[config.mk]
export PLATFORM = sky130hd
export DESIGN_NAME = ppc_port_ab
export DESIGN_NICKNAME = d
export VERILOG_FILES = /design/src/pkg/ppc_pkg.sv /design/src/pkg/ppc_port_if.sv /design/src/core/ppc_pin_bank.sv /design/src/core/ppc_port_ab.sv
export SDC_FILE = /design/constraint.sdc
export NUM_CORES = 1
export LEC_CHECK = 0
export ABC_AREA = 1
export BUFFER_PORTS_ARGS = -buffer_cell sky130_fd_sc_hd__buf_2
export CORE_ASPECT_RATIO = 2
export CORE_MARGIN = 4
export CORE_UTILIZATION = 40
export CTS_CLUSTER_SIZE = 30
export DETAILED_ROUTE_END_ITERATION = 16
export PLACE_DENSITY = 0.71
export SLEW_MARGIN = 20
export SYNTH_ARGS = -nofsm -noshare
export SYNTH_HDL_FRONTEND = slang
export SYNTH_HIERARCHICAL = 1
export SYNTH_SLANG_ARGS = --single-unit
[constraint.sdc]
create_clock -name clk -period 9.5 [get_ports clk]
set_input_delay 2.375 -clock clk [delete_from_list [all_inputs] [get_ports clk]]
set_output_delay 2.375 -clock clk [all_outputs]
set_load 0.01 [all_outputs]
[src/pkg/ppc_pkg.sv]
// ppc_pkg: shared constants and types of the port pin configuration block
`default_nettype none
package ppc_pkg;
	// ************************************************************
	// port arrangement
	// ************************************************************
	localparam int NUM_PORTS = 4;
	localparam int PORT_W = 8;
	localparam int PORT_SEL_W = 2;
	localparam int PORT_A = 0;
	localparam int PORT_B = 1;
	localparam int PORT_R = 2;
	localparam int PORT_AD = 3;
	// per-port capability, one bit per port index
	localparam logic [NUM_PORTS-1:0] PORT_HAS_INT = 4'hc;
	localparam logic [NUM_PORTS-1:0] POL_FIXED_EN = 4'hb;
	localparam logic [NUM_PORTS-1:0] POL_FIXED_VAL = 4'h3;
	// alternate function bit positions on port A
	localparam int PA_IRQ_BIT = 0;
	localparam int PA_NMI_BIT = 1;
	localparam int PA_WKUP_BIT = 3;

	// ************************************************************
	// register map (word indices, byte address = index * 4)
	// ************************************************************
	localparam int ADDR_W = 12;
	localparam int IDX_W = 10;
	localparam int WORD_LSB = 2;
	localparam logic [IDX_W-1:0] IDX_DATA_A = 10'h000;
	localparam logic [IDX_W-1:0] IDX_DATA_B = 10'h001;
	localparam logic [IDX_W-1:0] IDX_DATA_END = 10'h004;
	localparam logic [IDX_W-1:0] IDX_CFG_BASE = 10'h010;
	localparam logic [IDX_W-1:0] IDX_CFG_END = 10'h030;
	localparam int CFG_FIELD_W = 3;
	localparam logic [ADDR_W-1:0] ADDR_DATA_A = {IDX_DATA_A, 2'h0};
	localparam logic [ADDR_W-1:0] ADDR_DATA_B = {IDX_DATA_B, 2'h0};
	// field codes inside one port's configuration group
	localparam logic [CFG_FIELD_W-1:0] FLD_DATA = 3'h0;
	localparam logic [CFG_FIELD_W-1:0] FLD_DIR = 3'h1;
	localparam logic [CFG_FIELD_W-1:0] FLD_RDR = 3'h2;
	localparam logic [CFG_FIELD_W-1:0] FLD_PULL_EN = 3'h3;
	localparam logic [CFG_FIELD_W-1:0] FLD_PULL_POL = 3'h4;
	localparam logic [CFG_FIELD_W-1:0] FLD_INT_EN = 3'h5;
	localparam logic [CFG_FIELD_W-1:0] FLD_FLAG = 3'h6;
	localparam logic [CFG_FIELD_W-1:0] FLD_PIN = 3'h7;
	localparam logic [PORT_W-1:0] REG_RST = 8'h00;

	// ************************************************************
	// types
	// ************************************************************
	typedef logic [PORT_W-1:0] ppc_byte_t;
	typedef ppc_byte_t [NUM_PORTS-1:0] ppc_bank_t;
	typedef struct packed {
		ppc_bank_t dataLatch;
		ppc_bank_t dir;
		ppc_bank_t reducedDrive;
		ppc_bank_t pullEnable;
		ppc_bank_t pullPolarity;
		ppc_bank_t pinIntEnable;
		ppc_bank_t flag;
		logic [31:0] rdData;
		logic slvErr;
	} ppc_top_st_t;
endpackage : ppc_pkg
`default_nettype wire

[src/pkg/ppc_port_if.sv]
// ppc_port_if: configuration and results between register file and one pin bank
`timescale 1ns/1ns
`default_nettype none
interface ppc_port_if #(parameter int W = 8);
	logic [W-1:0] dir;
	logic [W-1:0] level;
	logic [W-1:0] reduced;
	logic [W-1:0] pullEn;
	logic [W-1:0] pullPol;
	logic [W-1:0] intEn;
	logic [W-1:0] lcdEn;
	logic [W-1:0] altOut;
	logic [W-1:0] altOutVal;
	logic [W-1:0] altIn;
	logic [W-1:0] syncPin;
	logic [W-1:0] edgeHit;
	modport ctl (
		output dir, level, reduced, pullEn, pullPol, intEn, lcdEn, altOut, altOutVal, altIn,
		input syncPin, edgeHit
	);
	modport bank (
		input dir, level, reduced, pullEn, pullPol, intEn, lcdEn, altOut, altOutVal, altIn,
		output syncPin, edgeHit
	);
endinterface : ppc_port_if
`default_nettype wire

[src/core/ppc_pin_bank.sv]
// ppc_pin_bank: pad control, input synchroniser and edge detection for one port
`timescale 1ns/1ns
`default_nettype none
module ppc_pin_bank
	import ppc_pkg::*;
#(
	parameter int W = PORT_W
) (
	// clock and reset
	input wire logic clk,
	input wire logic sys_rst,
	// register side
	ppc_port_if.bank port,
	// pad side
	input wire logic [W-1:0] pinIn,
	output logic [W-1:0] pinOut,
	output logic [W-1:0] pinOen_n,
	output logic [W-1:0] pinReduced,
	output logic [W-1:0] pinPullUp,
	output logic [W-1:0] pinPullDown,
	output logic [W-1:0] pinInBufEn
);
	typedef struct packed {
		logic [W-1:0] sync1;
		logic [W-1:0] sync2;
		logic [W-1:0] prev;
	} ppc_bank_st_t;

	ppc_bank_st_t st;
	ppc_bank_st_t next_st;
	logic [W-1:0] outEn;
	logic [W-1:0] inMode;

	if (W < 1) begin : g_chk
		$error("ppc_pin_bank: W must be at least 1");
	end

	// ************************************************************
	// pad control per pin
	// ************************************************************
	for (genvar i = 0; i < W; i++) begin : g_pin
		// segment beats alternate output/input, which beat the direction bit
		assign outEn[i] = !port.lcdEn[i] && (port.altOut[i] || (!port.altIn[i] && port.dir[i]));
		assign inMode[i] = !port.lcdEn[i] && !outEn[i];
		assign pinOen_n[i] = !outEn[i];
		assign pinOut[i] = outEn[i] && (port.altOut[i] ? port.altOutVal[i] : port.level[i]);
		assign pinReduced[i] = outEn[i] && !port.altOut[i] && port.reduced[i];
		assign pinPullUp[i] = inMode[i] && port.pullEn[i] && !port.pullPol[i];
		assign pinPullDown[i] = inMode[i] && port.pullEn[i] && port.pullPol[i];
		assign pinInBufEn[i] = !port.lcdEn[i];
		// polarity 1 watches rising, 0 falling, in either direction
		assign port.edgeHit[i] = port.intEn[i] && (port.pullPol[i] ?
			(st.sync2[i] && !st.prev[i]) : (!st.sync2[i] && st.prev[i]));
	end

	assign port.syncPin = st.sync2;

	// ************************************************************
	// state
	// ************************************************************
	always_comb begin
		next_st = st;
		next_st.sync1 = pinIn & pinInBufEn;
		next_st.sync2 = st.sync1;
		next_st.prev = st.sync2;
	end

	always_ff @(posedge clk or posedge sys_rst) begin
		if (sys_rst) begin
			st <= '0;
		end else begin
			st <= next_st;
		end
	end
endmodule : ppc_pin_bank
`default_nettype wire

[src/core/ppc_port_ab.sv]
// ppc_port_ab: port pin configuration with ports A and B data registers on APB
//
// Contract
// - with interrupt enabled, polarity 0 senses falling edges, 1 rising, any direction
// - input with pull enabled: polarity 0 pulls up, 1 pulls down
// - output direction always switches the pull device off; code keeps it on port A bits 0 and 1 while their interrupt input is enabled
// - output, normal drive: pin driven full strength to the output level
// - output, reduced drive set: pin driven to the level at reduced strength
// - polarity fixed at 1 on ports A and B, at 0 on the analog port
// - pin interrupt enable exists only on interrupt-capable ports
// - register reads only ever show clock-synchronous values
// - data read returns latch when direction is 1, else synchronised pin
// - general purpose output drives each latch bit onto its pin
// - an enabled segment overrides all other functions of the pin
// - port A bit 3 wakeup clock output overrides I/O, below segment
// - port A bit 1 nonmaskable interrupt input overrides I/O, below segment
// - port A bit 0 maskable interrupt input overrides I/O, below segment
// - port A data: 8 bits, index 0x0000, read/write anytime, resets to zero
// - port B data: 8 bits, index 0x0001, read/write anytime, resets to zero
// - after a direction change the read source settles within two cycles
// - enabled segment forces the pin's digital input and output buffers off
`timescale 1ns/1ns
`default_nettype none
module ppc_port_ab
	import ppc_pkg::*;
(
	// clock and reset
	input wire logic clk,
	input wire logic sys_rst,
	// apb slave
	input wire logic psel,
	input wire logic penable,
	input wire logic pwrite,
	input wire logic [ADDR_W-1:0] paddr,
	input wire logic [31:0] pwdata,
	input wire logic [3:0] pstrb,
	output logic [31:0] prdata,
	output logic pready,
	output logic pslverr,
	// pads, index 0 port A, 1 port B, 2 port R, 3 analog port
	input wire logic [NUM_PORTS-1:0][PORT_W-1:0] pinIn,
	output logic [NUM_PORTS-1:0][PORT_W-1:0] pinOut,
	output logic [NUM_PORTS-1:0][PORT_W-1:0] pinOen_n,
	output logic [NUM_PORTS-1:0][PORT_W-1:0] pinReduced,
	output logic [NUM_PORTS-1:0][PORT_W-1:0] pinPullUp,
	output logic [NUM_PORTS-1:0][PORT_W-1:0] pinPullDown,
	output logic [NUM_PORTS-1:0][PORT_W-1:0] pinInBufEn,
	// segment driver enables for ports A and B
	input wire logic [PORT_W-1:0] lcdSegEnA,
	input wire logic [PORT_W-1:0] lcdSegEnB,
	// alternate functions on port A
	input wire logic wakeupClkEn,
	input wire logic wakeupTimerClockOut,
	input wire logic nmiPinEn,
	input wire logic irqPinEn,
	output logic nonmaskableInterruptPin,
	output logic irqPinLevel,
	// pin edge requests, one per port
	output logic [NUM_PORTS-1:0] pinIrqReq
);
	ppc_top_st_t st;
	ppc_top_st_t next_st;
	ppc_bank_t syncPin;
	ppc_bank_t edgeHit;
	ppc_bank_t pullPolEff;
	logic [PORT_W-1:0] altOutA;
	logic [PORT_W-1:0] altOutValA;
	logic [PORT_W-1:0] altInA;
	logic [IDX_W-1:0] wordIdx;
	logic [IDX_W-1:0] rel;
	logic [PORT_SEL_W-1:0] selPort;
	logic [CFG_FIELD_W-1:0] selField;
	logic selHit;
	logic [PORT_W-1:0] rdByte;
	logic [PORT_W-1:0] wrByte;
	ppc_bank_t flagClr;
	logic wrEn;
	localparam logic [ADDR_W-1:0] ADDR_FLAG_R =
		{IDX_CFG_BASE + IDX_W'(PORT_R << CFG_FIELD_W) + IDX_W'(FLD_FLAG), 2'h0};

	if (NUM_PORTS != (1 << PORT_SEL_W) || PORT_W > 32) begin : g_chk
		$error("ppc_port_ab: port count or width not supported");
	end

	// ************************************************************
	// alternate functions on port A
	// ************************************************************
	assign altOutA = PORT_W'(wakeupClkEn) << PA_WKUP_BIT;
	assign altOutValA = PORT_W'(wakeupTimerClockOut) << PA_WKUP_BIT;
	assign altInA = (PORT_W'(nmiPinEn) << PA_NMI_BIT) |
		(PORT_W'(irqPinEn) << PA_IRQ_BIT);
	assign nonmaskableInterruptPin = syncPin[PORT_A][PA_NMI_BIT];
	assign irqPinLevel = syncPin[PORT_A][PA_IRQ_BIT];

	// ************************************************************
	// pin banks
	// ************************************************************
	for (genvar p = 0; p < NUM_PORTS; p++) begin : g_port
		ppc_port_if #(.W(PORT_W)) pif ();

		// fixed polarity ports ignore the stored bits
		assign pullPolEff[p] = POL_FIXED_EN[p] ? {PORT_W{POL_FIXED_VAL[p]}} : st.pullPolarity[p];
		assign pif.dir = st.dir[p];
		assign pif.level = st.dataLatch[p];
		assign pif.reduced = st.reducedDrive[p];
		assign pif.pullEn = st.pullEnable[p];
		assign pif.pullPol = pullPolEff[p];
		assign pif.intEn = st.pinIntEnable[p];
		assign pif.lcdEn = (p == PORT_A) ? lcdSegEnA : ((p == PORT_B) ? lcdSegEnB : '0);
		assign pif.altOut = (p == PORT_A) ? altOutA : '0;
		assign pif.altOutVal = (p == PORT_A) ? altOutValA : '0;
		assign pif.altIn = (p == PORT_A) ? altInA : '0;
		assign syncPin[p] = pif.syncPin;
		assign edgeHit[p] = pif.edgeHit;
		assign pinIrqReq[p] = |st.flag[p];

		ppc_pin_bank #(.W(PORT_W)) u_bank (
			.clk(clk),
			.sys_rst(sys_rst),
			.port(pif.bank),
			.pinIn(pinIn[p]),
			.pinOut(pinOut[p]),
			.pinOen_n(pinOen_n[p]),
			.pinReduced(pinReduced[p]),
			.pinPullUp(pinPullUp[p]),
			.pinPullDown(pinPullDown[p]),
			.pinInBufEn(pinInBufEn[p])
		);
	end

	// ************************************************************
	// apb answer
	// ************************************************************
	assign pready = psel && penable;
	assign pslverr = psel && penable && st.slvErr;
	assign prdata = st.rdData;

	// ************************************************************
	// decode, registers and flags
	// ************************************************************
	always_comb begin
		next_st = st;
		wordIdx = paddr[ADDR_W-1:WORD_LSB];
		rel = wordIdx - IDX_CFG_BASE;
		selPort = '0;
		selField = FLD_DATA;
		selHit = 1'b0;
		rdByte = '0;
		flagClr = '0;
		wrByte = pwdata[PORT_W-1:0];
		wrEn = psel && penable && pwrite && pstrb[0];
		if (paddr[WORD_LSB-1:0] != '0) begin
			selHit = 1'b0;
		end else if (wordIdx < IDX_DATA_END) begin
			selHit = 1'b1;
			selPort = wordIdx[PORT_SEL_W-1:0];
		end else if (wordIdx >= IDX_CFG_BASE && wordIdx < IDX_CFG_END &&
			rel[CFG_FIELD_W-1:0] != FLD_DATA) begin
			selHit = 1'b1;
			selPort = rel[CFG_FIELD_W +: PORT_SEL_W];
			selField = rel[CFG_FIELD_W-1:0];
		end
		// read sources are all flops; pins are seen only through the synchroniser
		case (selField)
			FLD_DATA: rdByte = (st.dir[selPort] & st.dataLatch[selPort]) |
				(~st.dir[selPort] & syncPin[selPort]);
			FLD_DIR: rdByte = st.dir[selPort];
			FLD_RDR: rdByte = st.reducedDrive[selPort];
			FLD_PULL_EN: rdByte = st.pullEnable[selPort];
			FLD_PULL_POL: rdByte = pullPolEff[selPort];
			FLD_INT_EN: rdByte = st.pinIntEnable[selPort];
			FLD_FLAG: rdByte = st.flag[selPort];
			default: rdByte = syncPin[selPort];
		endcase
		// read data is captured in the setup cycle
		if (psel && !penable) begin
			next_st.rdData = {{(32 - PORT_W){1'b0}}, (selHit ? rdByte : REG_RST)};
			next_st.slvErr = !selHit;
		end
		if (wrEn && selHit) begin
			case (selField)
				FLD_DATA: next_st.dataLatch[selPort] = wrByte;
				FLD_DIR: next_st.dir[selPort] = wrByte;
				FLD_RDR: next_st.reducedDrive[selPort] = wrByte;
				FLD_PULL_EN: next_st.pullEnable[selPort] = wrByte;
				FLD_PULL_POL: next_st.pullPolarity[selPort] = wrByte;
				FLD_INT_EN: next_st.pinIntEnable[selPort] =
					wrByte & {PORT_W{PORT_HAS_INT[selPort]}};
				FLD_FLAG: flagClr[selPort] = wrByte;
				default: next_st.rdData = st.rdData;
			endcase
		end
		// a new edge in the clearing cycle keeps its flag
		for (int p = 0; p < NUM_PORTS; p++) begin
			next_st.flag[p] = (st.flag[p] & ~flagClr[p]) | edgeHit[p];
		end
	end

	always_ff @(posedge clk or posedge sys_rst) begin
		if (sys_rst) begin
			st <= '0;
		end else begin
			st <= next_st;
		end
	end
endmodule : ppc_port_ab
`default_nettype wire

==> impl_metrics.ini <==
[floorplanning]
start_util = 0.403
fp-row-count = 106
die_y_um = 298
die_w_um = 153
coreArea_um2 = 41800
die-area_um2 = 45700
ioPinCount = 337

[synth]
synth_edf_count = 0
synth_ff_type = dfrtp_1
async_reset_ff_frac = 1.00
syn_area_per_cell_um2 = 6.96
synth.yosys.seq_area_share = 0.453
mappedNetlistArea_um2 = 16800
synth.distinct_cells = 35
yosysWarnings = 6
postSynthCellCount = 2421
ys_ff_latch = 305

[drt]
highest_layer = met4
wl_met3_um = 3470
wl_per_cell_um = 18.9
met2_length_um = 31900
wl_met1_um = 22500
firstDrtPassIters = 5
wl_um = 63700
ant_nets = 0
drc = 0
via_per_inst = 4.79
vias = 16200
drt_iter0_drc = 1229

[global_route]
antenna_found_initial = 1
grt_pass1_wl_um = 94500
grt_max_degree = 134
grt_overflow = 0
grt_usage = 0.272
grt_pass1_vias = 15700

[power]
p_int_w = 0.00211
p_comb_frac = 0.080
power.density_nw_per_um2 = 140
power_frac_clock = 0.443
sw_frac_of_total = 0.246
seqPwrFrac = 0.477
power.net_switching_w = 0.000689
leakage_nw = 10.5
ir_drop_uv = 110

[placed_design]
place_hpwl_um = 50000
numPortBuffers = 245
gp_congestion = 1.01
postPlaceCellArea_um2 = 19000
numPlacedInstances = 3323

[hold_path]
hold_path.class = reg -> reg
hold_depth = 0

[sta]
setup_viol = 0
worst_pin_slew_ns = 1.04
min_period_over_period = 0.599
whs_ns = 0.340
slew_viol_final = 0
fin_setup_tns_ns = 0
hold_viol = 0
finalClockSkew_ns = 0.0194
slew-limit-headroom = 0.308
rsz0062_at_grt = false
finalCriticalPeriod_ns = 5.69
fmax_mhz = 176

[final_layout]
stdcell_area_um2 = 20000
drive_gt1_frac = 0.153
layoutNonFillerInstCount = 3376
multiInputGateArea_um2 = 8120
fill_cells = 4238
regArea_um2 = 7630
fin_nets = 2918
syn_to_final_growth_pct = 18.7

[clock_tree]
ctsHtreeMaxLevel = 1
cts.sinks = 305
hold_buffers = 0
cts_resized = 0
numCtsBuffers = 28
cts_buffer_depth = 3
clkSlewWorstSetupHoldPaths_ns = 0.07
cts_tree = built
worstSkewPairLatency_ns = 0.57
clockRootBuffer = clkbuf_16
post-cts-setup-buffers = 0

[critical_path]
cp.required_ns = 9.95
rr_startpoint = g_port[0].pif.level[3]
cp-end-kind = flop
cp-start-kind = input port
crit_type = in -> reg
crit_end = prdata[3]
rr_worst_depth = 7
r2r-end = prdata[3]
crit_path_start = paddr[9]
r2r_slack_ns = 7.70
cp_data_arrival_time_ns = 6.14
crit_fanout = 53

[run]
cap_violations = 0

[run_status]
outcome = finished, final reports clean
==> kinds of logic (layout without fill, tap and decap cells) <==
group                  count (synthesis)  in the layout  synth area share
other                                  2            244          0.000446
AO/OA/AOI/OAI                        248            248            0.0780
buffers and inverters                467            640             0.120
flip-flops                           305            305             0.453
AND/OR/NAND/NOR                     1399           1399             0.349
==> metal layers <==
metal	GRT usage	vias to the layer above
met4	0.202	0
li1	-	7868
met5	0	-
met1	0.301	7422
met3	0.0279	173
met2	0.478	715
==> worst min path at each step <==
| stage | startpoint | to |
|---|---|---|
| after global placement | g_port[3].u_bank/next_st[14] | g_port[3].u_bank/port.syncPin[6] |
| after floorplan | g_port[0].u_bank/next_st[8] | g_port[0].u_bank/port.syncPin[0] |
| after CTS | g_port[3].u_bank/next_st[11] | g_port[3].u_bank/port.syncPin[3] |
| final | g_port[3].u_bank/next_st[11] | g_port[3].u_bank/port.syncPin[3] |
| after global routing | g_port[3].u_bank/next_st[8] | g_port[3].u_bank/port.syncPin[0] |
| after detailed placement | g_port[3].u_bank/next_st[13] | g_port[3].u_bank/port.syncPin[5] |
==> metrics by stage <==
stage / total power, W / setup slack [ns] / util
2_1_floorplan: 0.00151 / 1.42 / -
3_3_place_gp: 0.00157 / 3.44 / 0.454
3_5_place_dp: 0.00158 / 3.34 / 0.454
4_1_cts: 0.00281 / 3.92 / 0.478
5_1_grt: 0.00291 / 3.69 / 0.479
6_report: 0.00280 / 3.81 / 0.479
==> worst max-delay path: stages <==
cell,delay [ns]
buf_2,0.10
nor2_1,0.09
nand2_1,0.12
nor2_2,0.26
nand2_1,0.10
nand2_2,0.08
buf_4,0.52
nand2_4,0.56
nand2_1,0.78
inv_2,0.25
nand2_1,0.13
nand3_1,0.12
nand2_1,0.08
nand2_1,0.04
nor2_1,0.10
nand3_1,0.17
nand2_1,0.12
nand2_1,0.05
==> final cells by class <==
| class | count | area share |
|---|---|---|
| clock buffers | 42 | 0.0427 |
| well taps | 540 | 0.0338 |
| diodes | 1 | 0.000125 |
| multi-input cells | 1890 | 0.406 |
| flip-flops and latches | 305 | 0.382 |
| inverters | 336 | 0.0635 |
| repair buffers | 252 | 0.0640 |
| clock inverters | 10 | 0.00826 |
==> cells in the final DEF, fill, tap and decap left out, types with 3 or more instances in the layout <==
| cell | instances |
|---|---|
| conb_1 | 243 |
| o22ai_1 | 16 |
| inv_2 | 39 |
| o211ai_1 | 8 |
| buf_2 | 245 |
| clkbuf_1 | 5 |
| o21ai_1 | 20 |
| nand3_2 | 3 |
| clkbuf_8 | 8 |
| clkinvlp_4 | 3 |
| nand2_2 | 34 |
| nor4_1 | 8 |
| and2_4 | 4 |
| nand3_1 | 132 |
| nor2_1 | 317 |
| nor2_4 | 5 |
| bufinv_16 | 4 |
| nor3_1 | 4 |
| buf_4 | 7 |
| clkbuf_16 | 29 |
| o21bai_1 | 10 |
| and2_1 | 28 |
| inv_1 | 292 |
| nand2_1 | 802 |
| a21oi_1 | 5 |
| dfrtp_1 | 305 |
| clkinv_1 | 4 |
| nand3b_1 | 14 |
| nor2_2 | 39 |
| o21ai_0 | 187 |
==> Yosys cell counts (3+ instances only) <==
cell | number | share of area
a21oi_1 | 5 | 0.0015
and2_1 | 28 | 0.010
and2_4 | 4 | 0.0021
buf_1 | 4 | 0.00089
buf_2 | 16 | 0.0048
buf_4 | 65 | 0.029
clkbuf_1 | 46 | 0.010
dfrtp_1 | 305 | 0.45
inv_1 | 296 | 0.066
inv_2 | 39 | 0.0087
nand2_1 | 803 | 0.18
nand2_2 | 34 | 0.013
nand3_1 | 132 | 0.039
nand3_2 | 3 | 0.0018
nand3b_1 | 14 | 0.0062
nor2_1 | 318 | 0.071
nor2_2 | 39 | 0.014
nor2_4 | 4 | 0.0027
nor3_1 | 4 | 0.0012
nor4_1 | 8 | 0.0030
o211ai_1 | 8 | 0.0036
o21ai_0 | 187 | 0.056
o21ai_1 | 20 | 0.0059
o21bai_1 | 10 | 0.0045
o22ai_1 | 16 | 0.0059
==> sequential cells by signal (all words and copies together) (netlist names) <==
name and count:
g_port.pif.level 32, g_port.pif.pullPol 8, g_port.pif.reduced 32, g_port.pif.dir 32, g_port.u_bank/port.syncPin 32, g_port.u_bank/next_st 32, g_port.u_bank/st 32, prdata 8
g_port.pif.intEn 32, g_port.pif.pullEn 32, st 33
==> power groups by stage <==
stage	combinational (W)	clock, W	sequential (W)
2_1_floorplan	0.000157	0	0.00135
3_3_place_gp	0.000214	0	0.00136
3_5_place_dp	0.000218	0	0.00136
4_1_cts	0.000218	0.00126	0.00133
5_1_grt	0.000254	0.00132	0.00134
6_report	0.000225	0.00124	0.00133
(Power assumes the default switching activity.)
